==> config.mk <==
export PLATFORM = sky130hd
export DESIGN_NAME = dram_init_seq
export DESIGN_NICKNAME = d
export VERILOG_FILES = /design/src/verilog/dram_init_pkg.sv /design/src/verilog/pin_sync.sv /design/src/verilog/wait_timer.sv /design/src/verilog/dram_init_seq.sv
export VERILOG_INCLUDE_DIRS = /design/src /design/src/verilog
export SDC_FILE = /design/constraint.sdc
export NUM_CORES = 1
export LEC_CHECK = 0
export BUFFER_PORTS_ARGS = -buffer_cell sky130_fd_sc_hd__buf_2
export CAP_MARGIN = 10
export CORE_ASPECT_RATIO = 1.2
export CORE_UTILIZATION = 60
export DETAILED_ROUTE_END_ITERATION = 10
export PLACE_DENSITY = 0.88
export SETUP_SLACK_MARGIN = 0.02
export SYNTH_ARGS = -nofsm -noshare
export SYNTH_HDL_FRONTEND = slang
export SYNTH_SLANG_ARGS = --single-unit
==> constraint.sdc <==
create_clock -name i_clk -period 4.12 [get_ports i_clk]
set_input_delay 0.824 -clock i_clk [delete_from_list [all_inputs] [get_ports i_clk]]
set_output_delay 0.824 -clock i_clk [all_outputs]
set_load 0.05 [all_outputs]
==> src/verilog/dram_init_regs.svh <==
// Functional notes
// - Clock enable stays low 500 us after reset release; device initialises itself.
// - Termination stays high impedance in reset and until clock enable seen high.
// - Mode registers undefined after reset; all four must be written.
// - Mode sets and DLL reset never disturb array contents.
// - DLL reset bit clears itself; DLL use waits for lock time.
`ifndef DRAM_INIT_REGS_SVH
`define DRAM_INIT_REGS_SVH

// Clock and timing figures
`define CLK_PERIOD_NS 40
`define T_RST_PWR_US 200
`define T_RST_STABLE_NS 100
`define T_INIT_US 500
`define T_CKE_LOW_NS 10
`define NS2CYC(ns) ((((ns) + `CLK_PERIOD_NS - 1) / `CLK_PERIOD_NS) < 1 ? 1 : \
   (((ns) + `CLK_PERIOD_NS - 1) / `CLK_PERIOD_NS))
`define TXS_CYC 8
`define TXPR_MIN_CYC 5
`define TMRD_CYC 4
`define TMOD_CYC 12
`define TDLLK_CYC 512
`define TZQINIT_CYC 512
`define RTT_NOM_MASK 14'h0244

// Register offsets
`define REG_STATUS 4'h0
`define REG_ERR 4'h1
`define REG_CTRL 4'h2
`define REG_MR0 4'h4
`define REG_MR1 4'h5
`define REG_MR2 4'h6
`define REG_MR3 4'h7
`define CTRL_RST_VAL 1'b0

// Error flag positions
`define ERR_RST_SHORT 0
`define ERR_CKE_AT_REL 1
`define ERR_CKE_EARLY 2
`define ERR_NO_NOP 3
`define ERR_CKE_DROP 4
`define ERR_ODT_MOVE 5
`define ERR_MRS_EARLY 6
`define ERR_ORDER 7
`define ERR_INIT_BITS 8
`define ERR_BAD_CMD 9
`define ERR_MRD 10
`define ERR_MOD 11
`define ERR_NOT_IDLE 12
`define ERR_BA2 13
`define ERR_W 14

`endif

==> src/verilog/dram_init_pkg.sv <==
package dram_init_pkg;
   typedef enum logic [2:0] {
      ST_RESET, ST_SELF_INIT, ST_WAIT_CKE, ST_XPR, ST_MRS, ST_ZQ, ST_LOCK, ST_READY
   } init_state_t;
   typedef enum logic [2:0] {
      CMD_DES, CMD_NOP, CMD_MRS, CMD_ZQCL, CMD_ZQCS, CMD_OTHER
   } cmd_t;
endpackage : dram_init_pkg

==> src/verilog/pin_sync.sv <==
`timescale 1ns/1ps
module pin_sync #(
   parameter int W = 1,
   parameter logic [W-1:0] RST_VAL = '0
) (
   input wire logic i_clk,
   input wire logic i_rst,
   input wire logic [W-1:0] i_d,
   output logic [W-1:0] o_q
);
   typedef struct packed {
      logic [W-1:0] s1;
      logic [W-1:0] s2;
   } sync_t;
   sync_t s_q, s_d;

   // First stage feeds only the second
   always_comb begin
      s_d.s1 = i_d;
      s_d.s2 = s_q.s1;
   end

   always_ff @(posedge i_clk) begin
      if (i_rst) begin
         s_q <= {RST_VAL, RST_VAL};
      end else begin
         s_q <= s_d;
      end
   end

   assign o_q = s_q.s2;
endmodule : pin_sync

==> src/verilog/wait_timer.sv <==
`timescale 1ns/1ps
module wait_timer #(
   parameter int W = 16
) (
   input wire logic i_clk,
   input wire logic i_rst,
   input wire logic i_load,
   input wire logic [W-1:0] i_value,
   output logic o_done
);
   typedef struct packed {
      logic [W-1:0] cnt;
   } tmr_t;
   tmr_t s_q, s_d;

   // Load or count down to zero and hold
   always_comb begin
      s_d = s_q;
      if (i_load) begin
         s_d.cnt = i_value;
      end else if (s_q.cnt != '0) begin
         s_d.cnt = s_q.cnt - 1'b1;
      end
   end

   always_ff @(posedge i_clk) begin
      if (i_rst) begin
         s_q <= '0;
      end else begin
         s_q <= s_d;
      end
   end

   assign o_done = (s_q.cnt == '0) && !i_load;
endmodule : wait_timer

==> src/verilog/dram_init_seq.sv <==
// Local design decisions: the address map and the address-and-strobe port.
`timescale 1ns/1ps
`include "dram_init_regs.svh"
module dram_init_seq
   import dram_init_pkg::*;
#(
   parameter int RST_PWR_CYC = `NS2CYC(`T_RST_PWR_US * 1000),
   parameter int INIT_WAIT_CYC = `NS2CYC(`T_INIT_US * 1000),
   parameter int TXS_CYC = `TXS_CYC,
   parameter int TMRD_CYC = `TMRD_CYC,
   parameter int TMOD_CYC = `TMOD_CYC,
   parameter int TDLLK_CYC = `TDLLK_CYC,
   parameter int TZQINIT_CYC = `TZQINIT_CYC
) (
   input wire logic i_clk,
   input wire logic i_rst,
   input wire logic i_reset_n,
   input wire logic i_cke,
   input wire logic i_cs_n,
   input wire logic i_ras_n,
   input wire logic i_cas_n,
   input wire logic i_we_n,
   input wire logic [2:0] i_ba,
   input wire logic [13:0] i_a,
   input wire logic i_odt,
   input wire logic [3:0] i_addr,
   input wire logic [31:0] i_wdata,
   input wire logic i_wr,
   input wire logic i_rd,
   output logic [31:0] o_rdata,
   output logic o_ready,
   output logic o_dll_locked,
   output logic o_term_en,
   output logic o_err
);
   localparam int TW = 16;
   localparam int RST_STB_CYC = `NS2CYC(`T_RST_STABLE_NS);
   localparam int TXPR_CYC = (TXS_CYC > `TXPR_MIN_CYC) ? TXS_CYC : `TXPR_MIN_CYC;

   typedef struct packed {
      init_state_t state;
      logic [1:0] step;
      logic [3:0][13:0] mr;
      logic [3:0] mr_valid;
      logic pwr_up;
      logic [TW-1:0] rst_len;
      logic cke_prev;
      logic prev_idle;
      logic odt_hold;
      logic cke_seen;
      logic [7:0] mrd_cnt;
      logic [7:0] mod_cnt;
      logic [TW-1:0] dll_cnt;
      logic dll_locked;
      logic dll_rst_pend;
      logic [`ERR_W-1:0] err;
      logic strict;
      logic ready;
      logic term_en;
      logic [31:0] rdata;
   } seq_t;
   seq_t s_q, s_d;

   logic reset_n_s, cke_s, cs_n_s, ras_n_s, cas_n_s, we_n_s, odt_s;
   logic [2:0] ba_s;
   logic [13:0] a_s;
   logic tmr_load;
   logic [TW-1:0] tmr_val;
   logic tmr_done;

   // Pins come from the controller's domain
   pin_sync #(.W(24), .RST_VAL(24'h000000)) u_sync (
      .i_clk(i_clk),
      .i_rst(i_rst),
      .i_d({i_reset_n, i_cke, i_cs_n, i_ras_n, i_cas_n, i_we_n, i_ba, i_a, i_odt}),
      .o_q({reset_n_s, cke_s, cs_n_s, ras_n_s, cas_n_s, we_n_s, ba_s, a_s, odt_s})
   );

   // Phase timer for the long waits
   wait_timer #(.W(TW)) u_tmr (
      .i_clk(i_clk),
      .i_rst(i_rst),
      .i_load(tmr_load),
      .i_value(tmr_val),
      .o_done(tmr_done)
   );

   // Command decode from strobes, calibration length on A10
   function automatic cmd_t cmd_decode(input logic cs_n, input logic ras_n,
                                       input logic cas_n, input logic we_n,
                                       input logic a10);
      cmd_t c;
      c = CMD_OTHER;
      if (cs_n) begin
         c = CMD_DES;
      end else if ({ras_n, cas_n, we_n} == 3'b111) begin
         c = CMD_NOP;
      end else if ({ras_n, cas_n, we_n} == 3'b000) begin
         c = CMD_MRS;
      end else if ({ras_n, cas_n, we_n} == 3'b110) begin
         c = a10 ? CMD_ZQCL : CMD_ZQCS;
      end
      return c;
   endfunction : cmd_decode

   // Register index expected at each init step: MR2, MR3, MR1, MR0
   function automatic logic [1:0] step_reg(input logic [1:0] step);
      logic [1:0] r;
      r = 2'h0;
      unique case (step)
         2'h0: r = 2'h2;
         2'h1: r = 2'h3;
         2'h2: r = 2'h1;
         2'h3: r = 2'h0;
      endcase
      return r;
   endfunction : step_reg

   cmd_t cmd;
   logic is_idle;
   logic [`ERR_W-1:0] err_set;
   logic mrs_bad;
   logic in_init;

   always_comb begin
      s_d = s_q;
      err_set = '0;
      mrs_bad = 1'b0;
      tmr_load = 1'b0;
      tmr_val = '0;
      cmd = cmd_decode(cs_n_s, ras_n_s, cas_n_s, we_n_s, a_s[10]);
      is_idle = (cmd == CMD_DES) || (cmd == CMD_NOP);
      in_init = (s_q.state == ST_XPR) || (s_q.state == ST_MRS) ||
                (s_q.state == ST_ZQ) || (s_q.state == ST_LOCK);
      s_d.cke_prev = cke_s;
      s_d.prev_idle = is_idle;
      s_d.rdata = '0;

      // Gap counters and DLL lock count
      if (s_q.mrd_cnt != '0) s_d.mrd_cnt = s_q.mrd_cnt - 8'h01;
      if (s_q.mod_cnt != '0) s_d.mod_cnt = s_q.mod_cnt - 8'h01;
      if (s_q.dll_cnt != '0) begin
         s_d.dll_cnt = s_q.dll_cnt - 1'b1;
         if (s_q.dll_cnt == TW'(1)) s_d.dll_locked = 1'b1;
      end
      if (s_q.dll_rst_pend) begin
         s_d.mr[0][8] = 1'b0;
         s_d.dll_rst_pend = 1'b0;
      end

      // Checks that hold throughout the init window
      if (in_init) begin
         if (!cke_s) err_set[`ERR_CKE_DROP] = 1'b1;
         if (odt_s != s_q.odt_hold) err_set[`ERR_ODT_MOVE] = 1'b1;
         if (odt_s && s_q.mr_valid[1] && ((s_q.mr[1] & `RTT_NOM_MASK) != 14'h0000)) begin
            err_set[`ERR_ODT_MOVE] = 1'b1;
         end
      end

      // Mode set timing, decode and storage
      if (cmd == CMD_MRS && (s_q.state == ST_MRS || s_q.state == ST_READY)) begin
         if (s_q.mrd_cnt != '0) begin
            err_set[`ERR_MRD] = 1'b1;
            mrs_bad = 1'b1;
         end
         if (ba_s[2]) begin
            err_set[`ERR_BA2] = 1'b1;
            mrs_bad = 1'b1;
         end
         if (s_q.state == ST_MRS) begin
            if (ba_s[1:0] != step_reg(s_q.step)) begin
               err_set[`ERR_ORDER] = 1'b1;
               mrs_bad = 1'b1;
            end
            if ((ba_s[1:0] == 2'h1 && a_s[0]) || (ba_s[1:0] == 2'h0 && !a_s[8])) begin
               err_set[`ERR_INIT_BITS] = 1'b1;
               mrs_bad = 1'b1;
            end
         end
         if (!(mrs_bad && s_q.strict)) begin
            s_d.mr[ba_s[1:0]] = a_s;
            s_d.mr_valid[ba_s[1:0]] = 1'b1;
            s_d.mrd_cnt = 8'(TMRD_CYC);
            s_d.mod_cnt = 8'(TMOD_CYC);
            if (ba_s[1:0] == 2'h0 && a_s[8]) begin
               s_d.dll_rst_pend = 1'b1;
               s_d.dll_cnt = TW'(TDLLK_CYC);
               s_d.dll_locked = 1'b0;
            end
            if (s_q.state == ST_MRS) begin
               s_d.step = s_q.step + 2'h1;
               if (s_q.step == 2'h3) s_d.state = ST_ZQ;
            end
         end
      end else if (!is_idle && s_q.mod_cnt != '0) begin
         err_set[`ERR_MOD] = 1'b1;
      end

      // Reset pin overrides the whole sequence
      if (!reset_n_s) begin
         s_d.state = ST_RESET;
         s_d.mr_valid = '0;
         s_d.cke_seen = 1'b0;
         s_d.ready = 1'b0;
         s_d.dll_locked = 1'b0;
         s_d.dll_cnt = '0;
         s_d.mrd_cnt = '0;
         s_d.mod_cnt = '0;
         if (s_q.rst_len != '1) s_d.rst_len = s_q.rst_len + 1'b1;
      end else begin
         unique case (s_q.state)
            ST_RESET: begin
               if (s_q.rst_len < (s_q.pwr_up ? TW'(RST_PWR_CYC) : TW'(RST_STB_CYC))) begin
                  err_set[`ERR_RST_SHORT] = 1'b1;
               end
               if (s_q.cke_prev) err_set[`ERR_CKE_AT_REL] = 1'b1;
               s_d.pwr_up = 1'b0;
               s_d.rst_len = '0;
               s_d.state = ST_SELF_INIT;
               tmr_load = 1'b1;
               tmr_val = TW'(INIT_WAIT_CYC);
            end
            ST_SELF_INIT: begin
               if (cke_s) err_set[`ERR_CKE_EARLY] = 1'b1;
               if (tmr_done) s_d.state = ST_WAIT_CKE;
            end
            ST_WAIT_CKE: begin
               if (cke_s) begin
                  if (!s_q.prev_idle) err_set[`ERR_NO_NOP] = 1'b1;
                  s_d.cke_seen = 1'b1;
                  s_d.odt_hold = odt_s;
                  s_d.state = ST_XPR;
                  tmr_load = 1'b1;
                  tmr_val = TW'(TXPR_CYC);
               end
            end
            ST_XPR: begin
               if (cmd == CMD_MRS) err_set[`ERR_MRS_EARLY] = 1'b1;
               if (tmr_done) begin
                  s_d.state = ST_MRS;
                  s_d.step = 2'h0;
               end
            end
            ST_MRS: begin
               if (!is_idle && cmd != CMD_MRS) err_set[`ERR_BAD_CMD] = 1'b1;
            end
            ST_ZQ: begin
               if (cmd == CMD_ZQCL) begin
                  s_d.state = ST_LOCK;
                  tmr_load = 1'b1;
                  tmr_val = TW'(TZQINIT_CYC);
               end else if (!is_idle && cmd != CMD_MRS) begin
                  err_set[`ERR_BAD_CMD] = 1'b1;
               end
            end
            ST_LOCK: begin
               if (tmr_done && s_q.dll_locked) begin
                  s_d.state = ST_READY;
                  s_d.ready = 1'b1;
               end
            end
            ST_READY: begin
               if (cmd == CMD_MRS && !cke_s) err_set[`ERR_NOT_IDLE] = 1'b1;
            end
         endcase
      end

      // Termination stays off until clock enable seen high
      s_d.term_en = s_d.cke_seen && reset_n_s && odt_s && s_d.mr_valid[1] &&
                    ((s_d.mr[1] & `RTT_NOM_MASK) != 14'h0000);

      // Register port: sticky errors, write one to clear, set wins
      s_d.err = s_q.err | err_set;
      if (i_wr && i_addr == `REG_ERR) begin
         s_d.err = (s_q.err & ~i_wdata[`ERR_W-1:0]) | err_set;
      end
      if (i_wr && i_addr == `REG_CTRL) s_d.strict = i_wdata[0];
      if (i_rd) begin
         unique case (i_addr)
            `REG_STATUS: s_d.rdata = {19'h00000, s_q.step, s_q.state, s_q.mr_valid,
                                      s_q.cke_seen, s_q.term_en, s_q.dll_locked, s_q.ready};
            `REG_ERR: s_d.rdata = {{(32 - `ERR_W){1'b0}}, s_q.err};
            `REG_CTRL: s_d.rdata = {31'h00000000, s_q.strict};
            `REG_MR0: s_d.rdata = {18'h00000, s_q.mr[0]};
            `REG_MR1: s_d.rdata = {18'h00000, s_q.mr[1]};
            `REG_MR2: s_d.rdata = {18'h00000, s_q.mr[2]};
            `REG_MR3: s_d.rdata = {18'h00000, s_q.mr[3]};
            default: s_d.rdata = '0;
         endcase
      end
   end

   always_ff @(posedge i_clk) begin
      if (i_rst) begin
         s_q <= '0;
         s_q.state <= ST_RESET;
         s_q.pwr_up <= 1'b1;
         s_q.strict <= `CTRL_RST_VAL;
      end else begin
         s_q <= s_d;
      end
   end

   // Outputs straight from the state register
   assign o_rdata = s_q.rdata;
   assign o_ready = s_q.ready;
   assign o_dll_locked = s_q.dll_locked;
   assign o_term_en = s_q.term_en;
   assign o_err = |s_q.err;
endmodule : dram_init_seq

==> summary.md, run 1 <==
| Metric | Value |
|---|---|
| Cell type with the largest total area after synthesis | dfxtp_1 |
| Crit Reg-Reg Endpoint | s_q[60] |
| Total wirelength of the detailed-routed design | roughly 22 mm |
| Outcome | finished, final reports clean |
| Max-slew headroom | 0.2672 |
| Arrival time of the worst setup path | ~3600 ps |
| Routed wirelength normalized by instance count | 17.10 µm |
| Register-to-register setup slack | about 930 ps |
| Remaining design rule violation count | 0 |
| Clock power share | 0.390 |
| Start of the worst register-to-register path | s_q[75] |
| Worst-path cell chain | inv_1 -> ha_1 -> or4b_1 -> a311o_1 -> o21a_1 -> or4_1 -> o311ai_1 |
| Int Pwr | 3.509 mW |
| Cell depth of the worst flop-to-flop path | 7 |
| Core box area | about 16,000 µm² |
| Portion of total power attributed to sequential cells | 0.475 |
| Total overflow reported by the global router | 0 |
| Slowest cell on the critical path | or4_1 |
| Unrepaired setup endpoints after global routing | no |
| Number of gates resized after CTS | 0 |
| Routability congestion estimate | about 0.88 |
| HPWL after detailed placement | between 10 and 15 mm |
| Peak VDD IR | between 0.2 and 0.3 mV |
| Filler cell count in the final layout | ~1,200 |
| Proportion of total power due to net switching | 0.2608 |
| Number of warnings reported in the yosys synthesis log | 0 |
| Cell at the root of the clock tree | clkbuf_16 |
| Number of diodes added for antenna fixing | 0 |
| Type of the tightest min-delay check | reg2reg |
| Count of endpoints failing setup in the final report | 0 |
| Via count | roughly 7,600 |
| Clock sinks | 215 |
| Share of flip-flops with an asynchronous set or reset after synthesis | 0 |
| Hold bufs inserted after CTS | 0 |
| Number of clock buffers inserted by TritonCTS | 21 |
| Share of synthesized area occupied by flip-flops and latches | 0.4535 |
| Postcts setup bufs | 0 |
| Clock buffer depth | 3 |
| Worst setup path endpoint | s_q[60] |
| Clock-pin slew reported for the worst setup and hold paths after clock tree synthesis | around 60 ps |
| Count of input and output buffers | between 60 and 70 |
| Per-instance average area after synthesis | just over 9 µm² |
| Path type of the worst setup path | reg2reg |
| Post-detailed-route count of antenna-violating nets | 0 |
| Clock tree skew after final layout | roughly 14 ps |
| First-pass GRT wire length | 35.12 mm |
| EDFF count, synth | 0 |
| Worst path required time | about 4500 ps |
| Worst-path fanout max | 16 |
| Number of maximum-capacitance violations | 0 |
| Type of origin of the critical path | register |
| Drt pass-1 iters | 9 |
| Family of cells with the greatest summed delay on the critical path | simple AND/OR/NAND/NOR gates |
| Combined global-route utilization of all metal layers | 0.2721 |
| Least-Margin Pin Slew | about 1100 ps |
| Leakage | approximately 4.2 nW |
| Number of H-tree levels | 1 |
| Antenna violations before repair | 0 |
| Area of combinational cells with multiple inputs | 4705 µm² |
| Number of max-slew violations in the final report | 0 |
| Die Ht | ~140 µm |
| Detailed-route vias per instance | about 6 |
| Worst setup path startpoint | s_q[75] |
| Hold Vio Cnt, Final | 0 |
| Die Footprint | 16,330 µm² |
| P_sw | ~1.2 mW |
| Vias in the first global route | slightly above 7,000 |
| Post-layout nets | 1,134 |
| Clock insertion delay at the later pin of the skew report | 500 ps |
| Logic depth of the worst path, buffers included | 7 |
| CP endpoint kind | register |
| Period utilization | 0.7748 |
| Iteration-0 DRC count of the detailed router | approximately 760 |
| Register bit total from synthesis | roughly 220 |
| Combinational fraction of design power | 0.136 |
| Final worst path period need | between 3000 and 4000 ps |
| Flip-flop cell with the highest count after synthesis | dfxtp_1 |
| Top-Level Pins | 100 |
| Synth unique cells | between 60 and 70 |
| Area added between synthesis and finish | 9.992% |
| Number of buffer and inverter stages on the critical path | 1 |
| Pwr Total | approximately 4.7 mW |
| Highest clock rate | approximately 310 MHz |
| X dimension of the die | ~120 µm |
| Synth Instances | 1,020 |
| Pin count of the biggest net entering global routing | 64 |
| TNS Setup | 0 ps |
| Clock tree from TritonCTS | yes |
| Footprint of the flip-flops and latches | between 4000 and 5000 µm² |
| Site Rows | 50 |
| Area of the mapped netlist | roughly 9500 µm² |
| Initial Utilization | 0.6118 |
| Power per Cell Area | roughly 450 nW/µm² |
| Proportion of netlist area held by the largest area contributor | 0.4535 |
| Top cells by area, synth | dfxtp_1 45%, mux2i_1 6.2%, nand2b_1 5.2%, a22oi_1 3.6%, nor2b_1 3.3% |
| Layout cell share with drive strength beyond 1 | 0.1231 |
| Crit-path max cell delay | roughly 990 ps |
[cells in the final DEF (no fill, tap or decap), types with 8 or more instances in the layout]
| cell type | synthesis | final |
|---|---|---|
| a22oi_1 | 46 | 46 |
| or4_1 | 12 | 12 |
| nor2b_1 | 50 | 50 |
| conb_1 | 1 | 18 |
| buf_2 | 3 | 62 |
| nor3_1 | 34 | 34 |
| a21oi_1 | 30 | 30 |
| nand4_1 | 8 | 8 |
| ha_1 | 18 | 18 |
| clkbuf_16 | 0 | 21 |
| inv_1 | 23 | 23 |
| o21ai_0 | 19 | 18 |
| nor4_1 | 19 | 18 |
| nand2_1 | 47 | 47 |
| or3_1 | 9 | 9 |
| buf_4 | 34 | 15 |
| nand2b_1 | 79 | 79 |
| mux2i_1 | 59 | 59 |
| xnor2_1 | 25 | 25 |
| xor2_1 | 15 | 15 |
| dfxtp_1 | 215 | 215 |
| nor2_1 | 83 | 83 |
| nand3_1 | 19 | 19 |
| a31oi_1 | 18 | 18 |
[power groups by stage]
stage	Sequential [mW]	Combinational [mW]	Clock (mW)
floorplan	2.27	0.522	0
global placement	2.29	0.620	0
detailed placement	2.30	0.635	0
CTS	2.25	0.640	1.87
global route	2.26	0.704	1.97
finish	2.25	0.644	1.85
[how the worst min path moves through the flow]
stage,startpoint,to,slack (ps),cells after the start
final,u_sync.s_d[17],u_sync.o_q[17],440,1
after global routing,u_sync.s_d[4],u_sync.o_q[4],460,1
after global placement,u_sync.s_d[4],u_sync.o_q[4],420,1
after floorplan,u_sync.s_d[0],u_sync.o_q[0],410,1
after CTS,u_sync.s_d[23],u_sync.o_q[23],440,1
after detailed placement,u_sync.s_d[17],u_sync.o_q[17],430,1
[final cells by class]
type                       instances  share of cell area
multi-input combinational        714              0.4506
sequential                       215              0.4123
clock buffer                      28             0.05669
timing repair buffer              77             0.04051
tap                              208             0.02493
inverter                          23            0.008269
clock inverter                     7            0.006711
[cell usage after synthesis, drive strengths merged, types with 21 or more instances]
| cell type | n |
|---|---|
| dfxtp | 215 |
| nor2 | 83 |
| nand2b | 79 |
| mux2i | 59 |
| nor2b | 50 |
| nand2 | 47 |
| a22oi | 46 |
| buf | 44 |
| clkbuf | 41 |
| nor3 | 34 |
| a21oi | 30 |
| xnor2 | 25 |
| inv | 23 |
| o21ai | 21 |
[worst reg2reg max path, delay by kind of cell, from the launching register on]
kind / cells / cell delay, ps
DFF: 1 / 340
adders and majority gates: 1 / 180
and+or+nand+nor: 2 / 1470
AOI/OAI and AO/OA: 3 / 980
buffers and inverters: 1 / 120
[layer usage]
layer / part of all wire / global-route usage
met5: 0 / 0
met4: 0.043 / 0.1372
met3: 0.064 / 0.03528
met2: 0.48 / 0.4541
met1: 0.41 / 0.3405
[kinds of logic after synthesis]
group,count (synthesis),share of synthesized area
compound gates,167,0.1206
xor+xnor,40,0.03691
fa+ha+maj,18,0.02373
buf+inv,108,0.05892
flops,215,0.4535
mux,63,0.06697
other cells,1,0.0003951
simple gates,408,0.2390
[metrics by stage]
stage	std cells	hold slack [ps]	util	instance area (µm²)	setup WS [ps]
6_report	1272	440.0	0.6729	10440	928.0
5_1_grt	1272	459.2	0.6729	10440	754.1
4_1_cts	1272	444.8	0.6729	10440	952.6
3_5_place_dp	1237	429.8	0.6302	9778	954.6
3_3_place_gp	1237	417.6	0.6302	9778	1072
2_1_floorplan	1037	413.8	-	9555	1614
No activity file was read; power rests on OpenSTA's default activity.
==> run 2: changes to the inputs <==
Settings changed: CORE_UTILIZATION 60 to 59, PLACE_DENSITY 0.88 to 0.87.
Clock period 4.12 ns to 2.95 ns, I/O delays scaled along.
==> run 2 against run 1 <==
Against the previous run:
- global-route usage shrank 0.57 points
- fmax grew 19%
- clock power increased by 37%
- highest routed layer unchanged
- flip-flop and latch count unchanged
- die area rose by 1.7%
- combinational power increased by 41%
- largest power group unchanged
- wire length rose by 3.6%
- register-to-register slack lost 660 ps
- first-iteration DRC count shrank 6.0%
==> summary.md, run 2 (synthesis results as in run 1) <==
| Metric | Value |
|---|---|
| Hold bufs inserted after CTS | 0 (unchanged) |
| Count of endpoints failing setup in the final report | 0 (unchanged) |
| Worst path required time | 3360 ps (was 4510 ps) |
| Leakage | 4.218 nW (was 4.164 nW) |
| Worst Setup Slack, final | 264.5 ps (was 928.0 ps) |
| Max-slew headroom | 0.4723 (was 0.2672) |
| Drt pass-1 iters | 6 (was 9) |
| Detailed-route vias per instance | 6.053 (was 5.966) |
| Worst-path fanout max | 15 (was 16) |
| Cell at the root of the clock tree | clkbuf_16 (unchanged) |
| X dimension of the die | 117.8 µm (was 116.8 µm) |
| Post-detailed-route count of antenna-violating nets | 0 (unchanged) |
| Total overflow reported by the global router | 0 (unchanged) |
| CP endpoint kind | register (unchanged) |
| Most Used Layer, Global Route | met2 (unchanged) |
| TNS Setup | 0 ps (unchanged) |
| Met2 usage in global routing | 0.4495 (was 0.4541) |
| Total wirelength of the detailed-routed design | 22.52 mm (was 21.75 mm) |
| Cell depth of the worst flop-to-flop path | 8 (was 7) |
| Type of the tightest min-delay check | in2reg (was reg2reg) |
| Worst-case setup slack after placement | 323.9 ps (was 954.6 ps) |
| Clock tree skew after final layout | 8.763 ps (was 14.06 ps) |
| Antenna violations before repair | 0 (unchanged) |
| Number of maximum-capacitance violations | 0 (unchanged) |
| Met1 usage | 0.3273 (was 0.3405) |
| Clock-pin slew reported for the worst setup and hold paths after clock tree synthesis | 60 ps (about the same) |
| Commonest non-fill, non-tap cell in the layout | dfxtp_1 (unchanged) |
| Hold Worst Slack | 298.9 ps (was 440.0 ps) |
| Clock buffer depth | 3 (unchanged) |
| Via count | 7,772 (was 7,589) |
| Clock tree from TritonCTS | yes (unchanged) |
| Routed wirelength normalized by instance count | 17.54 µm (was 17.10 µm) |
| Number of gates resized after CTS | 0 (unchanged) |
| Register-to-register setup slack | 260 ps (was 930 ps) |
| Met3 capacity usage during global routing | 0.04409 (was 0.03528) |
| Commonest cells after routing, fill and taps aside | 215 x dfxtp_1, 83 x nor2_1, 79 x nand2b_1 (unchanged) |
| Arrival time of the worst setup path | 3100 ps (was 3580 ps) |
| Peak VDD IR | 0.5642 mV (was 0.2561 mV) |
| Type of origin of the critical path | register (unchanged) |
| Remaining design rule violation count | 0 (unchanged) |
| HPWL after detailed placement | 15.04 mm (was 14.65 mm) |
| Number of diodes added for antenna fixing | 0 (unchanged) |
| Routability congestion estimate | 0.8913 (was 0.8759) |
| Iteration-0 DRC count of the detailed router | 710 (was 755) |
| Final worst path period need | 2685 ps (was 3192 ps) |
| Combined global-route utilization of all metal layers | 0.2663 (was 0.2721) |
| Filler-free cell count of the finished design | 1,284 (was 1,272) |
| Worst setup path startpoint | s_q[75] (unchanged) |
| Clock insertion delay at the later pin of the skew report | 500 ps (about the same) |
| Vias in the first global route | 7,273 (was 7,255) |
| Count of placed standard cells including taps | 1,248 (was 1,237) |
| Outcome | finished, final reports clean (unchanged) |
| Hold Vio Cnt, Final | 0 (unchanged) |
| Start of the worst register-to-register path | s_q[75] (unchanged) |
| Period utilization | 0.9103 (was 0.7748) |
| Count of input and output buffers | 63 (unchanged) |
| Number of clock buffers inserted by TritonCTS | 22 (was 21) |
| Core box area | 15,640 µm² (was 15,510 µm²) |
| Area added between synthesis and finish | 10.95% (was 9.992%) |
| Post-layout nets | 1,146 (was 1,134) |
| Highest clock rate | 372.4 MHz (was 313.3 MHz) |
| Power per Cell Area | 626.6 nW/µm² (was 454.7 nW/µm²) |
| Path type of the worst setup path | reg2reg (unchanged) |
| Die Footprint | 16,600 µm² (was 16,330 µm²) |
| Pin count of the biggest net entering global routing | 140 (was 64) |
| Least-Margin Pin Slew | 785.5 ps (was 1099 ps) |
| Clock sinks | 215 (unchanged) |
| Die Ht | 140.9 µm (was 139.8 µm) |
| First-pass GRT wire length | 35.98 mm (was 35.12 mm) |
| Number of H-tree levels | 1 (unchanged) |
| Unrepaired setup endpoints after global routing | no (unchanged) |
| Initial Utilization | 0.6069 (was 0.6118) |
| Site Rows | 50 (unchanged) |
| Number of max-slew violations in the final report | 0 (unchanged) |
| Top-Level Pins | 100 (unchanged) |
| Layout cell share with drive strength beyond 1 | 0.1292 (was 0.1231) |
| Postcts setup bufs | 0 (unchanged) |
==> run 2: worst max-delay path, stage by stage, from the launching register on <==
cell	delay, ps
dfxtp_1	340
inv_1	110
ha_1	160
or4b_1	460
a311o_1	300
o21a_1	230
or4_1	500
buf_4	250
mux2i_1	220
==> run 2: report_power, final <==
group          leakage [nW]  switching [mW]  internal (mW)
registers              1.75           0.112           3.04
logic                  2.15           0.533          0.373
clock network         0.323            1.07           1.47
total                  4.22            1.72           4.88
==> run 2: per-layer routing <==
metal	routed length, µm	share of wire
met1	8883	0.39
met2	10700	0.48
met3	1847	0.082
met4	1091	0.048
met5	0	0
==> run 2: area by class of cell <==
cell class,count,area [µm²]
Clock buffer,33,631.9
Clock inverter,3,26.28
Fill cell,1218,5109
Inverter,23,86.33
Multi-Input combinational cell,714,4705
Sequential cell,215,4304
Tap cell,208,260.3
Timing Repair Buffer,88,518.0
==> run 2: worst min-delay path by stage <==
stage                               from  slack (ps)  cells past startpoint              to
final                            i_a[12]         300                      2  u_sync.s_d[13]
after global routing              i_a[8]         300                      2   u_sync.s_d[9]
after CTS                         i_a[2]         290                      2   u_sync.s_d[3]
after detailed placement  u_sync.s_d[10]         420                      1  u_sync.o_q[10]
after global placement    u_sync.s_d[22]         420                      1  u_sync.o_q[22]
after floorplan            u_sync.s_d[0]         410                      1   u_sync.o_q[0]
==> run 2: through the flow <==
| stage | area (µm²) | utilization | power (mW) |
|---|---|---|---|
| after floorplan | 9555 | - | 3.903 |
| after global placement | 9873 | 0.6313 | 4.074 |
| after detailed placement | 9873 | 0.6313 | 4.100 |
| after CTS | 10530 | 0.6734 | 6.612 |
| after global routing | 10530 | 0.6734 | 6.878 |
| final | 10530 | 0.6734 | 6.599 |
